**config.mk**
```make
export PLATFORM = sky130hd
export DESIGN_NAME = mmd_memory_map_decoder
export DESIGN_NICKNAME = d
export VERILOG_FILES = /design/src/mmd_pkg.sv /design/src/mmd_dec_if.sv /design/src/mmd_memory_map_decoder.sv /design/src/mmd_region_dec.sv
export SDC_FILE = /design/constraint.sdc
export NUM_CORES = 1
export LEC_CHECK = 0
export BUFFER_PORTS_ARGS = -buffer_cell sky130_fd_sc_hd__buf_2
export CORE_MARGIN = 4
export CORE_UTILIZATION = 35
export CTS_CLUSTER_SIZE = 14
export DETAILED_ROUTE_END_ITERATION = 10
export GPL_TIMING_DRIVEN = 0
export SYNTH_ARGS = -nofsm -noshare
export SYNTH_HDL_FRONTEND = slang
export SYNTH_HIERARCHICAL = 1
export SYNTH_SLANG_ARGS = --single-unit
```
**constraint.sdc**
```tcl
create_clock -name core_clk -period 6 [get_ports core_clk]
set_input_delay 1.2 -clock core_clk [delete_from_list [all_inputs] [get_ports core_clk]]
set_output_delay 1.2 -clock core_clk [all_outputs]
set_load 0.02 [all_outputs]
```
**src/mmd_pkg.sv**
```systemverilog
/*
 memory map decoder package: region bounds, map register layout, offsets, timing counts.
 assumes a 16-bit cpu address space and an AHB-Lite register port with word registers.
*/
`default_nettype none
package mmd_pkg;
   // register indices; they are not all word aligned, so each gets a word of its own
   localparam logic [15:0] IDX_PRIO = 16'h103c;
   localparam logic [15:0] IDX_MAP = 16'h103d;
   localparam logic [15:0] IDX_CFG = 16'h103f;
   // bus byte address is four times the index; the slave decodes only the low byte
   localparam logic [7:0] ADDR_PRIO = 8'({IDX_PRIO, 2'b00});
   localparam logic [7:0] ADDR_MAP = 8'({IDX_MAP, 2'b00});
   localparam logic [7:0] ADDR_CFG = 8'({IDX_CFG, 2'b00});
   localparam logic [7:0] ADDR_STAT = 8'h0c;
   // map register fields and reset value
   localparam int MAP_RAM_LSB = 4;
   localparam int MAP_REG_LSB = 0;
   localparam logic [7:0] MAP_RESET = 8'h01;
   // priority/mode register fields
   localparam int PRIO_BOOT_BIT = 7;
   localparam int PRIO_SPECIAL_MODE_BIT_BIT = 6;
   localparam int PRIO_MDA_BIT = 5;
   localparam logic [7:0] PRIO_RESET = 8'h00;
   // configuration register fields
   localparam int CFG_ROM_BIT = 1;
   localparam int CFG_EE_BIT = 0;
   localparam logic [7:0] CFG_RESET = 8'h03;
   // fixed regions
   localparam logic [15:0] ROM_BASE = 16'he000;
   localparam logic [15:0] EE_BASE = 16'hb600;
   localparam logic [15:0] EE_LAST = 16'hb7ff;
   localparam logic [15:0] BOOT_BASE = 16'hbf40;
   localparam logic [15:0] VEC_BASE = 16'hffc0;
   localparam logic [15:0] BOOT_VEC_BASE = 16'hbfc0;
   // write window after reset, in bus clock cycles
   localparam int MAP_WINDOW_CYC = 64;
   localparam logic [7:0] UNDRIVEN_BYTE = 8'hff;
   typedef enum logic [1:0] {
      MODE_SINGLE = 2'b00,
      MODE_EXPANDED = 2'b01,
      MODE_BOOT = 2'b10,
      MODE_TEST = 2'b11
   } mmd_mode_e;
   typedef enum logic [2:0] {
      SEL_NONE = 3'b000,
      SEL_REGS = 3'b001,
      SEL_RAM = 3'b010,
      SEL_ROM = 3'b011,
      SEL_EE = 3'b100,
      SEL_BOOT = 3'b101,
      SEL_EXT = 3'b110
   } mmd_sel_e;
endpackage
`default_nettype wire

```
**src/mmd_dec_if.sv**
```systemverilog
/*
 mmd_dec_if: address and enables toward the region decoder, selection back.
 assumes a single clock; carries only combinational signals.
*/
`timescale 1ns/1ns
`default_nettype none
interface mmd_dec_if;
   logic [15:0] addr;
   logic [7:0] mapVal;
   logic rom_enable_bit;
   logic eeprom_enable_bit;
   logic bootOn;
   logic extOn;
   mmd_pkg::mmd_sel_e sel;
   modport ctrl (output addr, output mapVal, output rom_enable_bit, output eeprom_enable_bit, output bootOn,
      output extOn, input sel);
   modport dec (input addr, input mapVal, input rom_enable_bit, input eeprom_enable_bit, input bootOn,
      input extOn, output sel);
endinterface
`default_nettype wire

```
**src/mmd_memory_map_decoder.sv**
```systemverilog
/*
 mmd_memory_map_decoder: cpu address map decode, map register, external bus drive.
 assumes cpu bus cycles are one core_clk cycle marked by cpuValid; AHB-Lite slave for
 the map, mode and config registers; data for internal reads comes from the sources.
*/
// Summary of operation
// - unclaimed addresses go external in expanded modes
// - internal wins reads; port C data ignored
// - internal writes also drive port C in expanded modes
// - strobe, direction, address valid every cycle in expanded modes; data driven on writes only
// - bootstrap: single-chip map plus boot region
// - bootstrap vectors fetched from boot region
// - test mode: expanded map, external boot vectors
// - register block moves to any 4K page
// - map register writable once in 64 cycles, except in test mode
// - map register resets to 01
// - upper nibble ram page, lower register page
// - ram overrides rom in top pages
// - registers override ram and rom
// - unused register slots read undriven bus
// - rom disabled when enable bit clear
// - single-chip mode forces rom on
// - eeprom decoded B600 to B7FF
// - eeprom off when enable bit zero
`timescale 1ns/1ns
`default_nettype none
module mmd_memory_map_decoder #(
   parameter int WINDOW_CYC = mmd_pkg::MAP_WINDOW_CYC // write-once window length
) (
   input wire logic core_clk, // 50 MHz clock
   input wire logic rst_n, // synchronous reset, active low
   input wire logic [1:0] modeStrap, // mode pins, caught after reset
   input wire logic hsel, // ahb slave select
   input wire logic [7:0] haddr, // ahb byte address
   input wire logic [1:0] htrans, // ahb transfer type
   input wire logic hwrite, // ahb write
   input wire logic [2:0] hsize, // ahb size
   input wire logic hready, // ahb bus ready
   input wire logic [31:0] hwdata, // ahb write data
   output logic [31:0] hrdata, // ahb read data
   output logic hreadyout, // ahb slave ready
   output logic hresp, // ahb response, always okay
   input wire logic cpuValid, // cpu bus cycle this clock
   input wire logic [15:0] cpuAddr, // cpu address
   input wire logic cpuWrite, // cpu write
   input wire logic cpuVector, // cpu vector fetch
   input wire logic [7:0] cpuWdata, // cpu write data
   input wire logic [7:0] regRdata, // register block read data
   input wire logic regSlotUsed, // addressed register slot exists
   input wire logic [7:0] ramRdata, // ram read data
   input wire logic [7:0] romRdata, // rom read data
   input wire logic [7:0] eeRdata, // eeprom read data
   input wire logic [7:0] bootRdata, // boot program read data
   input wire logic [7:0] portCIn, // port C data inputs
   output logic [7:0] cpuRdata, // data to cpu, one cycle after request
   output logic [4:0] selOneHot, // regs, ram, rom, ee, boot select
   output logic [15:0] extAddr, // external address
   output logic [7:0] portCOut, // port C data out
   output logic portCOe_n, // port C drive enable, low drives
   output logic addressStrobe, // external address strobe
   output logic extRw, // external read/write, high reads
   output logic mapLocked // map register no longer writable
);
   ////////////////////////////////////////////////////////////////////////////
   // registers and mode
   logic [7:0] map_q, map_d;
   logic [7:0] prio_q, prio_d;
   logic [7:0] cfg_q, cfg_d;
   logic [6:0] winCnt_q, winCnt_d;
   logic written_q, written_d;
   logic strapTaken_q;
   logic [15:0] fetchAddr;
   mmd_pkg::mmd_mode_e mode;
   mmd_pkg::mmd_sel_e selNow;
   mmd_dec_if dIf ();

   function automatic logic [7:0] rdSel(input logic [7:0] a, input logic [7:0] m,
         input logic [7:0] p, input logic [7:0] c, input logic l);
      logic [7:0] r;
      r = 8'h00;
      case (a)
         mmd_pkg::ADDR_MAP: r = m;
         mmd_pkg::ADDR_PRIO: r = p;
         mmd_pkg::ADDR_CFG: r = c;
         mmd_pkg::ADDR_STAT: r = {7'h00, l};
         default: r = 8'h00;
      endcase
      return r;
   endfunction

   assign mode = mmd_pkg::mmd_mode_e'({prio_q[mmd_pkg::PRIO_SPECIAL_MODE_BIT_BIT],
      prio_q[mmd_pkg::PRIO_MDA_BIT]});
   wire logic isExpanded = (mode == mmd_pkg::MODE_EXPANDED) || (mode == mmd_pkg::MODE_TEST);
   wire logic windowOpen = (winCnt_q < 7'(WINDOW_CYC)) && !written_q;
   wire logic testMode = (mode == mmd_pkg::MODE_TEST);

   ////////////////////////////////////////////////////////////////////////////
   // vector redirection: boot and test fetch from the BFC0 page
   always_comb begin
      fetchAddr = cpuAddr;
      if (cpuVector && (cpuAddr >= mmd_pkg::VEC_BASE)
            && ((mode == mmd_pkg::MODE_BOOT) || testMode)) begin
         fetchAddr = {mmd_pkg::BOOT_VEC_BASE[15:6], cpuAddr[5:0]};
      end
   end

   // decoder inputs; single-chip forces rom on, boot region only in bootstrap
   assign dIf.addr = fetchAddr;
   assign dIf.mapVal = map_q;
   assign dIf.rom_enable_bit = cfg_q[mmd_pkg::CFG_ROM_BIT] || (mode == mmd_pkg::MODE_SINGLE);
   assign dIf.eeprom_enable_bit = cfg_q[mmd_pkg::CFG_EE_BIT];
   assign dIf.bootOn = prio_q[mmd_pkg::PRIO_BOOT_BIT] && (mode == mmd_pkg::MODE_BOOT);
   assign dIf.extOn = isExpanded;
   assign selNow = dIf.sel;

   mmd_region_dec uDec (
      .d(dIf.dec)
   );

   ////////////////////////////////////////////////////////////////////////////
   // ahb slave: zero wait states, okay always
   logic aPend_q, aWrite_q;
   logic [7:0] aAddr_q;
   wire logic aTake = hsel && htrans[1] && hready;
   wire logic busWrMap = aPend_q && aWrite_q && (aAddr_q == mmd_pkg::ADDR_MAP);
   wire logic busWrPrio = aPend_q && aWrite_q && (aAddr_q == mmd_pkg::ADDR_PRIO);
   wire logic busWrCfg = aPend_q && aWrite_q && (aAddr_q == mmd_pkg::ADDR_CFG);
   wire logic cpuRegHit = cpuValid && (selNow == mmd_pkg::SEL_REGS);
   wire logic [5:0] cpuRegOff = fetchAddr[5:0];
   wire logic cpuWrMap = cpuRegHit && cpuWrite
      && (cpuRegOff == mmd_pkg::IDX_MAP[5:0]);
   wire logic cpuWrPrio = cpuRegHit && cpuWrite
      && (cpuRegOff == mmd_pkg::IDX_PRIO[5:0]);
   wire logic cpuWrCfg = cpuRegHit && cpuWrite
      && (cpuRegOff == mmd_pkg::IDX_CFG[5:0]);

   // address phase capture
   always_ff @(posedge core_clk) begin
      if (!rst_n) begin
         aPend_q <= 1'b0;
         aWrite_q <= 1'b0;
         aAddr_q <= 8'h00;
      end else if (hready) begin
         aPend_q <= aTake;
         aWrite_q <= hwrite;
         aAddr_q <= haddr;
      end
   end

   // read data registered at the address phase so it stands in the data phase
   always_ff @(posedge core_clk) begin
      if (!rst_n) begin
         hrdata <= 32'h0000_0000;
      end else if (aTake && !hwrite) begin
         // next values, so a write landing this edge is not read back stale
         hrdata <= {24'h00_0000, rdSel(haddr, map_d, prio_d, cfg_d, !windowOpen)};
      end
   end

   always_ff @(posedge core_clk) begin
      if (!rst_n) begin
         hreadyout <= 1'b0;
         hresp <= 1'b0;
      end else begin
         hreadyout <= 1'b1;
         hresp <= 1'b0;
      end
   end

   ////////////////////////////////////////////////////////////////////////////
   // map register write-once window; test mode lifts the limit
   always_comb begin
      map_d = map_q;
      written_d = written_q;
      if ((busWrMap || cpuWrMap) && (windowOpen || testMode)) begin
         map_d = busWrMap ? hwdata[7:0] : cpuWdata;
         written_d = !testMode;
      end
   end

   always_comb begin
      prio_d = busWrPrio ? hwdata[7:0] : (cpuWrPrio ? cpuWdata : prio_q);
      cfg_d = busWrCfg ? hwdata[7:0] : (cpuWrCfg ? cpuWdata : cfg_q);
      winCnt_d = (winCnt_q < 7'(WINDOW_CYC)) ? winCnt_q + 7'd1 : winCnt_q;
   end

   // mode strap caught on the first cycle after reset release
   always_ff @(posedge core_clk) begin
      if (!rst_n) begin
         map_q <= mmd_pkg::MAP_RESET;
         written_q <= 1'b0;
         winCnt_q <= 7'd0;
         prio_q <= mmd_pkg::PRIO_RESET;
         cfg_q <= mmd_pkg::CFG_RESET;
         strapTaken_q <= 1'b0;
      end else begin
         map_q <= map_d;
         written_q <= written_d;
         winCnt_q <= winCnt_d;
         cfg_q <= cfg_d;
         strapTaken_q <= 1'b1;
         if (!strapTaken_q) begin
            prio_q <= {modeStrap == 2'b10, modeStrap[1], modeStrap[0], 5'h00};
         end else begin
            prio_q <= prio_d;
         end
      end
   end

   // lock flag from a flop, built from next state so it does not lag the window
   wire logic windowOpenNext = (winCnt_d < 7'(WINDOW_CYC)) && !written_d;
   always_ff @(posedge core_clk) begin
      if (!rst_n) begin
         mapLocked <= 1'b0;
      end else begin
         mapLocked <= !windowOpenNext && !testMode;
      end
   end

   ////////////////////////////////////////////////////////////////////////////
   // cpu read data select; unused register slots give the idle bus value
   logic [7:0] rdNow;
   always_comb begin
      case (selNow)
         mmd_pkg::SEL_REGS: rdNow = regSlotUsed ? regRdata : mmd_pkg::UNDRIVEN_BYTE;
         mmd_pkg::SEL_RAM: rdNow = ramRdata;
         mmd_pkg::SEL_ROM: rdNow = romRdata;
         mmd_pkg::SEL_EE: rdNow = eeRdata;
         mmd_pkg::SEL_BOOT: rdNow = bootRdata;
         mmd_pkg::SEL_EXT: rdNow = portCIn; // only external reads see port C
         default: rdNow = mmd_pkg::UNDRIVEN_BYTE;
      endcase
   end

   ////////////////////////////////////////////////////////////////////////////
   // external bus: every cycle shows up outside in expanded modes, even internal
   // ones; port C never drives on reads so external parts own the read bus
   always_ff @(posedge core_clk) begin
      if (!rst_n) begin
         cpuRdata <= 8'h00;
         selOneHot <= 5'h00;
         extAddr <= 16'h0000;
         portCOut <= 8'h00;
         portCOe_n <= 1'b1;
         addressStrobe <= 1'b0;
         extRw <= 1'b1;
      end else begin
         cpuRdata <= rdNow;
         selOneHot <= cpuValid ? {selNow == mmd_pkg::SEL_BOOT, selNow == mmd_pkg::SEL_EE,
            selNow == mmd_pkg::SEL_ROM, selNow == mmd_pkg::SEL_RAM,
            selNow == mmd_pkg::SEL_REGS} : 5'h00;
         addressStrobe <= cpuValid && isExpanded;
         extAddr <= isExpanded ? fetchAddr : 16'h0000;
         extRw <= !(cpuValid && isExpanded && cpuWrite);
         portCOut <= cpuWdata;
         portCOe_n <= !(cpuValid && isExpanded && cpuWrite);
      end
   end
endmodule
`default_nettype wire

```
**src/mmd_region_dec.sv**
```systemverilog
/*
 mmd_region_dec: pure combinational priority decode of one 16-bit address.
 assumes enables already reflect mode and configuration.
*/
`timescale 1ns/1ns
`default_nettype none
module mmd_region_dec (
   mmd_dec_if.dec d // decode request and answer
);
   wire logic [3:0] ramPage = d.mapVal[mmd_pkg::MAP_RAM_LSB +: 4];
   wire logic [3:0] regPage = d.mapVal[mmd_pkg::MAP_REG_LSB +: 4];
   // page plus low-bit checks
   wire logic hitRegs = (d.addr[15:12] == regPage) && (d.addr[11:6] == 6'h00);
   wire logic hitRam = (d.addr[15:12] == ramPage) && (d.addr[11:8] == 4'h0);
   wire logic hitRom = d.rom_enable_bit && (d.addr >= mmd_pkg::ROM_BASE);
   wire logic hitEe = d.eeprom_enable_bit && (d.addr >= mmd_pkg::EE_BASE)
      && (d.addr <= mmd_pkg::EE_LAST);
   // boot program sits only in the top of its page, not above it
   wire logic hitBoot = d.bootOn && (d.addr[15:8] == mmd_pkg::BOOT_BASE[15:8])
      && (d.addr >= mmd_pkg::BOOT_BASE);
   // fixed priority: registers over ram over the rest, external last
   always_comb begin
      if (hitRegs) begin
         d.sel = mmd_pkg::SEL_REGS;
      end else if (hitRam) begin
         d.sel = mmd_pkg::SEL_RAM;
      end else if (hitRom) begin
         d.sel = mmd_pkg::SEL_ROM;
      end else if (hitEe) begin
         d.sel = mmd_pkg::SEL_EE;
      end else if (hitBoot) begin
         d.sel = mmd_pkg::SEL_BOOT;
      end else if (d.extOn) begin
         d.sel = mmd_pkg::SEL_EXT;
      end else begin
         d.sel = mmd_pkg::SEL_NONE;
      end
   end
endmodule
`default_nettype wire

```
==> flow_metrics.tcl, run 1 <==
set metrics [dict create \
    cts_tree "yes" \
    first_pass_iters 5 \
    hp-class "reg2reg" \
    end_kind "flip-flop" \
    ys_ff_latch 91 \
    ios 203 \
    dpl_cell_area_sq_um 5750 \
    outcome "completed" \
    crit_top_cell "buf_2" \
    finalSetupViolations 0 \
    hold_violations 0 \
    cp_max_fo 8 \
    synth_top_family_by_area "simple AND/OR/NAND/NOR gates" \
    clock_skew_ps 8.25 \
    period_share_pct 73.0 \
    track_usage_pct 19.5 \
    hpwl_mm 12.1 \
    tightest_slew_ps 979 \
    port_buffers 148 \
    yosys.area.top_type "dfxtp_1" \
    cp_slowest_stage_delay_ps 710 \
    min_period_ps 4380 \
    chipHeight_um 124 \
    final_cell_count_no_fill 921 \
    syn_to_final_growth_pct 29.1 \
    antenna_left 0 \
    drive_gt1_share_pct 30.2 \
    core_area_sq_um 13200 \
    cp.arrival_ps 4600 \
    post-cts-setup-buffers 0 \
    drv_slew 0 \
    fp.dieArea_sq_um 15300 \
    fin_tns_setup_ps 0 \
    final_area_sq_um 6060 \
    critPathLaunchType "primary input" \
    routed_wl_mm 15.2 \
    rows 42 \
    syn_avg_cell_area_sq_um 8.43 \
    maxCapViolCount 0 \
    synthAdderAreaFrac_pct 0.266 \
    grt_pass1_wl_mm 23.0 \
    routedWlPerCell_um 16.5 \
    cts.sinks 91 \
    synth_compound_area_share_pct 19.3 \
    setup_ws_ps 1620 \
    place_inst 905 \
    synth_top_area_share_pct 38.8 \
    synth_xor_area_share_pct 1.87 \
    ys_seq_area_share_pct 38.8 \
    cts-htree-levels 3 \
    async_flop_share_pct 0 \
    maxSlewHeadroom_pct 34.1 \
    fmax_mhz 228 \
    drtIter0Drc 371 \
    synth_area_sq_um 4700 \
    synthMuxAreaShare_pct 5.65 \
    remaining_drc_errors 0 \
    ir_worst_vdd_mv 0.135 \
    syn_inst 557 \
    rsz0062_at_grt "false" \
    start_util_pct 35.6 \
    root_buffer "clkbuf_16" \
    nNetsFinal 869 \
    p_leak_nw 2.71 \
    cp_slowest_cell "nor4_4" \
    powerDensity_nw_per_um2 235 \
    vias 4849 \
    grt_pass1_vias 4612 \
    grt_max_degree 15 \
    worstPathRequired_ps 6220 \
    ys.flop_type "dfxtp_1" \
    die_w_um 124 \
    path_class "in2reg" \
    synth.distinct_cells 63 \
    synth.area.top_cells "dfxtp_1 39%, nor2_1 4.9%, mux2i_1 4.7%" \
    ctsResizeCount 0 \
    antenna_found_initial 0 \
    diodes 0 \
    clk_pin_slew_ps 60 \
    overflow 0 \
    yosys_warnings 6 \
    clock_path_buffers 2 \
    cts_made_buffers 9 \
    holdBufCountCts 0 \
    insertion_delay_ps 350 \
    cp_cell_sequence "buf_2, nand4_1, o31a_1, nand4b_1, nor3_1, or2_0, a21o_1, buf_2, nand4b_4, nor4_4, mux2i_1, a211oi_1, or4_1" \
    vias_per_cell 5.26 \
    synth-edff-count 0 \
    yosys.area_share.simple_pct 24.5 \
    place_ws_ps 1310 \
    gp_congestion 1.00 \
]
==> path summary, 6_finish.rpt <==
| path | startpoint | to | slack [ps] | cells after the start |
|---|---|---|---|---|
| min reg2reg | aAddr_q[0] | aAddr_q[0] | 490 | 2 |
| max | cpuAddr[15] | hrdata[7] | 1620 | 13 |
| min | aAddr_q[0] | aAddr_q[0] | 490 | 2 |
| max reg2reg | prio_q[6] | hrdata[7] | 2100 | 12 |
==> per-layer routing <==
metal / part of all wire (%) / routed length (um) / GRT usage (%) / vias up
met2: 46 / 7010 / 30.9 / 207
li1: - / - / - / 2333
met4: 3.8 / 583 / 9.48 / 0
met3: 6.7 / 1010 / 3.54 / 46
met5: 0 / 0 / 0 / -
met1: 43 / 6610 / 25.5 / 2263
==> cells in the mapped netlist, types with 10 or more instances <==
cell type	n
nand3_1	17
o22ai_1	17
nor4_1	10
buf_4	26
and3_1	20
nand2b_1	11
dfxtp_1	91
nand2_1	23
o21ai_0	16
o211ai_1	14
a21oi_1	25
mux2i_1	22
or2_2	10
clkbuf_1	40
nor2b_1	10
a31oi_1	17
nor2_1	61
inv_1	16
==> critical path, delay by kind of cell <==
family	cells	cell delay, ps
mux	1	330
compound gates	3	630
simple gates	7	2120
buf+inv	2	320
==> per-stage QoR <==
stage                     utilization, %  hold slack (ps)  power, mW
after CTS                           45.9              493       1.44
after detailed placement            43.6              479      0.846
after floorplan                        -              450      0.765
after global placement              43.6              470      0.843
after global routing                45.9              527       1.48
final                               45.9              486       1.43
==> layout by cell type, fill, tap and decap left out, types with 4 or more instances in the layout <==
| cell type | n |
|---|---|
| mux2_2 | 4 |
| clkbuf_16 | 9 |
| buf_4 | 26 |
| o221a_2 | 5 |
| o22ai_1 | 17 |
| o21ai_0 | 16 |
| o211ai_1 | 14 |
| nor2_1 | 61 |
| and3_1 | 20 |
| conb_1 | 25 |
| nand2b_1 | 11 |
| o221ai_1 | 8 |
| or4_1 | 7 |
| inv_1 | 16 |
| nand4b_1 | 5 |
| buf_2 | 151 |
| or2_2 | 10 |
| nand3_1 | 17 |
| and2_1 | 4 |
| a211oi_1 | 5 |
| mux2i_1 | 22 |
| nand4_1 | 7 |
| nor4_1 | 10 |
| a31oi_1 | 17 |
| nor3_1 | 6 |
| nor2b_1 | 10 |
| clkbuf_1 | 40 |
| nand2_1 | 23 |
| a21oi_1 | 25 |
| dfxtp_1 | 91 |
| o41ai_1 | 8 |
| xor2_1 | 8 |
==> kinds of logic after synthesis <==
| group | after synthesis |
|---|---|
| and+or+nand+nor | 206 |
| adders and majority gates | 1 |
| other | 1 |
| buffers and inverters | 91 |
| AOI/OAI and AO/OA | 131 |
| xor gates and xnor gates | 10 |
| DFF | 91 |
| muxes | 26 |
==> state kept, by name, indices dropped and copies added (netlist names), 7 cells and up <==
register and count:
cfg_q 8, cpuRdata 8, winCnt_q 7, extAddr 16, hrdata 8, portCOut 8, prio_q 8, aAddr_q 8
dIf.mapVal 8
==> report_power, final <==
group / internal (mW) / switching, mW / leakage (nW)
registers: 0.622 / 0.00889 / 0.743
clock network: 0.355 / 0.236 / 0.155
logic: 0.0800 / 0.123 / 1.82
==> area by class of cell <==
type                            instances  area, sq um
Buffer                                 73          383
Clock buffer                           12          267
Clock inverter                          4         47.5
Fill cell                            1340         7130
Inverter                               18         67.6
Multi-Input combinational cell        399         2510
Sequential cell                        91         1820
Tap cell                              176          220
Timing Repair Buffer                  148          741
(Power assumes the default switching activity.)
==> run 2, diff against run 1 <==
--- a/config.mk
+++ b/config.mk
@@ -5,6 +5,7 @@
 export SDC_FILE = /design/constraint.sdc
 export NUM_CORES = 1
 export LEC_CHECK = 0
+export ABC_AREA = 1
 export BUFFER_PORTS_ARGS = -buffer_cell sky130_fd_sc_hd__buf_2
 export CORE_MARGIN = 4
 export CORE_UTILIZATION = 35
==> constraint.sdc (replaced) <==
create_clock -name core_clk -period 3.9 [get_ports core_clk]
set_input_delay 0.78 -clock core_clk [delete_from_list [all_inputs] [get_ports core_clk]]
set_output_delay 0.78 -clock core_clk [all_outputs]
set_load 0.02 [all_outputs]
==> flow_metrics.tcl, run 2 <==
set metrics [dict create \
    outcome "completed" \
    routedWlPerCell_um 12.8 \
    worstPathRequired_ps 4130 \
    cts.sinks 91 \
    ys.flop_type "dfxtp_1" \
    p_comb_share_pct 14.0 \
    finalSetupViolations 0 \
    routed_wl_mm 13.7 \
    syn_inst 706 \
    top_register "extAddr" \
    fmax_mhz 294 \
    final_cell_mix "170 x nand2_1, 151 x buf_2, 96 x nor2_1" \
    critPathLaunchType "primary input" \
    r2r-start "prio_q[6]" \
    r2r-end "cpuRdata[3]" \
    fp.dieArea_sq_um 15300 \
    path_class "in2reg" \
    overflow 0 \
    grt_pass1_vias 4321 \
    start_util_pct 35.6 \
    vias_per_cell 4.50 \
    cts_made_buffers 9 \
    cp.arrival_ps 3620 \
    ys_ff_latch 91 \
    hold_violations 0 \
    maxCapViolCount 0 \
    ctsResizeCount 0 \
    insertion_delay_ps 340 \
    chipHeight_um 124 \
    grt_max_degree 15 \
    reg2reg_depth 18 \
    tightest_slew_ps 1020 \
    drive_gt1_share_pct 24.3 \
    p_leak_nw 3.18 \
    internal_power_mw 1.65 \
    die_w_um 124 \
    rrSetupSlack_ps 660 \
    drtIter0Drc 311 \
    min_period_ps 3400 \
    maxSlewHeadroom_pct 31.2 \
    syn_to_final_growth_pct 29.2 \
    clkPwrFrac_pct 41.9 \
    syn_avg_cell_area_sq_um 6.64 \
    cts_tree "yes" \
    clock_skew_ps 6.88 \
    layout_commonest_cell "nand2_1" \
    largest_reg_flops 16 \
    startpoint "cpuAddr[6]" \
    ios 203 \
    ys_seq_area_share_pct 38.8 \
    rows 42 \
    hpwl_mm 10.8 \
    hp-class "reg2reg" \
    fin_tns_setup_ps 0 \
    synth-edff-count 0 \
    clk_pin_slew_ps 60 \
    cts-htree-levels 3 \
    synth_area_sq_um 4690 \
    power.switching_mw 0.561 \
    holdBufCountCts 0 \
    track_usage_pct 17.6 \
    yosys.area.top_type "dfxtp_1" \
    grt_pass1_wl_mm 21.1 \
    synth.distinct_cells 44 \
    place_inst 1054 \
    switching_share_pct 25.3 \
    nNetsFinal 1018 \
    drv_slew 0 \
    cp_max_fo 9 \
    antenna_found_initial 0 \
    antenna_left 0 \
    final_cell_count_no_fill 1069 \
    remaining_drc_errors 0 \
    core_area_sq_um 13200 \
    vias 4815 \
    period_share_pct 87.2 \
    first_pass_iters 5 \
    endpoint "cpuRdata[3]" \
    port_buffers 148 \
    end_kind "flip-flop" \
    synthTopCellsByCount "170 x nand2_1, 96 x nor2_1, 91 x dfxtp_1, 88 x inv_1, 85 x nand3_1" \
    powerDensity_nw_per_um2 366 \
    async_flop_share_pct 0 \
    yosys_warnings 6 \
    synth.area.top_cells "dfxtp_1 39%, nand2_1 14%, nand3_1 9.1%" \
    ir_worst_vdd_mv 0.223 \
    root_buffer "clkbuf_16" \
    diodes 0 \
    synth_top_area_share_pct 38.8 \
    rsz0062_at_grt "false" \
    post-cts-setup-buffers 0 \
    synth_most_common_cell "nand2_1" \
    clock_path_buffers 2 \
    gp_congestion 0.871 \
    power_frac_seq_pct 44.1 \
]
==> run 2: cell types whose count changed after synthesis, moves of 22 or more <==
cell / change
nand3_1: +68
clkbuf_1: -23
nand2_1: +147
mux2i_1: -22
nor2_1: +35
inv_1: +72
==> run 2: final cells by class <==
cell class / count / area (sq um)
buffer: 52 / 319
tap: 176 / 220
sequential: 91 / 1820
inverter: 92 / 350
timing repair buffer: 148 / 741
multi-input combinational: 495 / 2290
clock buffer: 11 / 243
clock inverter: 4 / 75.1
fill: 1423 / 7130
==> run 2: cell families (layout without fill, tap and decap cells) <==
| logic type | Yosys count | after routing | synth area share (%) |
|---|---|---|---|
| adders and majority gates | 1 | 1 | 0.267 |
| AOI/OAI and AO/OA | 74 | 74 | 8.99 |
| other | 1 | 25 | 0.0799 |
| and+or+nand+nor | 391 | 391 | 36.8 |
| xor gates and xnor gates | 4 | 4 | 0.747 |
| buffers and inverters | 144 | 307 | 14.3 |
| DFF | 91 | 91 | 38.8 |
==> run 2: power groups by stage <==
stage,Combinational (mW),Clock [mW],Sequential (mW)
2_1_floorplan,0.163,0,1.02
3_3_place_gp,0.309,0,0.996
3_5_place_dp,0.309,0,0.997
4_1_cts,0.310,0.957,0.976
5_1_grt,0.346,0.995,0.979
6_report,0.310,0.928,0.976
==> run 2: through the flow <==
stage / setup WS [ps] / instance area, sq um / hold slack (ps) / power (mW) / utilization, %
after floorplan: 859 / 4780 / 434 / 1.19 / -
after global placement: 119 / 5740 / 445 / 1.31 / 43.5
after detailed placement: 158 / 5740 / 448 / 1.31 / 43.5
after CTS: 510 / 6060 / 458 / 2.24 / 45.9
after global routing: 135 / 6060 / 472 / 2.32 / 45.9
final: 501 / 6060 / 456 / 2.22 / 45.9
==> run 2: critical path, stage by stage <==
cell and delay [ps]:
buf_2 100, nand4_1 90, or3_1 370, nand2_1 90, inv_1 70, inv_1 140
nand2_1 70, nor2_1 80, nand3_1 110, nand2_1 80, nor2_1 40, nor2_1 220
inv_2 110, nor3_2 540, nor4_2 140, inv_1 210, o2111ai_1 140, o21ai_0 170
inv_1 80
==> run 2: worst min-delay path by stage <==
stage / startpoint / endpoint / cells past startpoint
after floorplan: aAddr_q[0] / aAddr_q[0] / 2
after global placement: aAddr_q[1] / aAddr_q[1] / 2
after detailed placement: aAddr_q[1] / aAddr_q[1] / 2
after CTS: aAddr_q[1] / aAddr_q[1] / 2
after global routing: aAddr_q[1] / aAddr_q[1] / 2
final: aAddr_q[1] / aAddr_q[1] / 2
==> run 2: layer usage <==
metal / up-vias / wire length [um] / GRT usage, %
li1: 2556 / - / -
met1: 2089 / 6410 / 24.5
met2: 156 / 6110 / 27.2
met3: 14 / 950 / 3.77
met4: 0 / 200 / 5.61
met5: - / 0 / 0
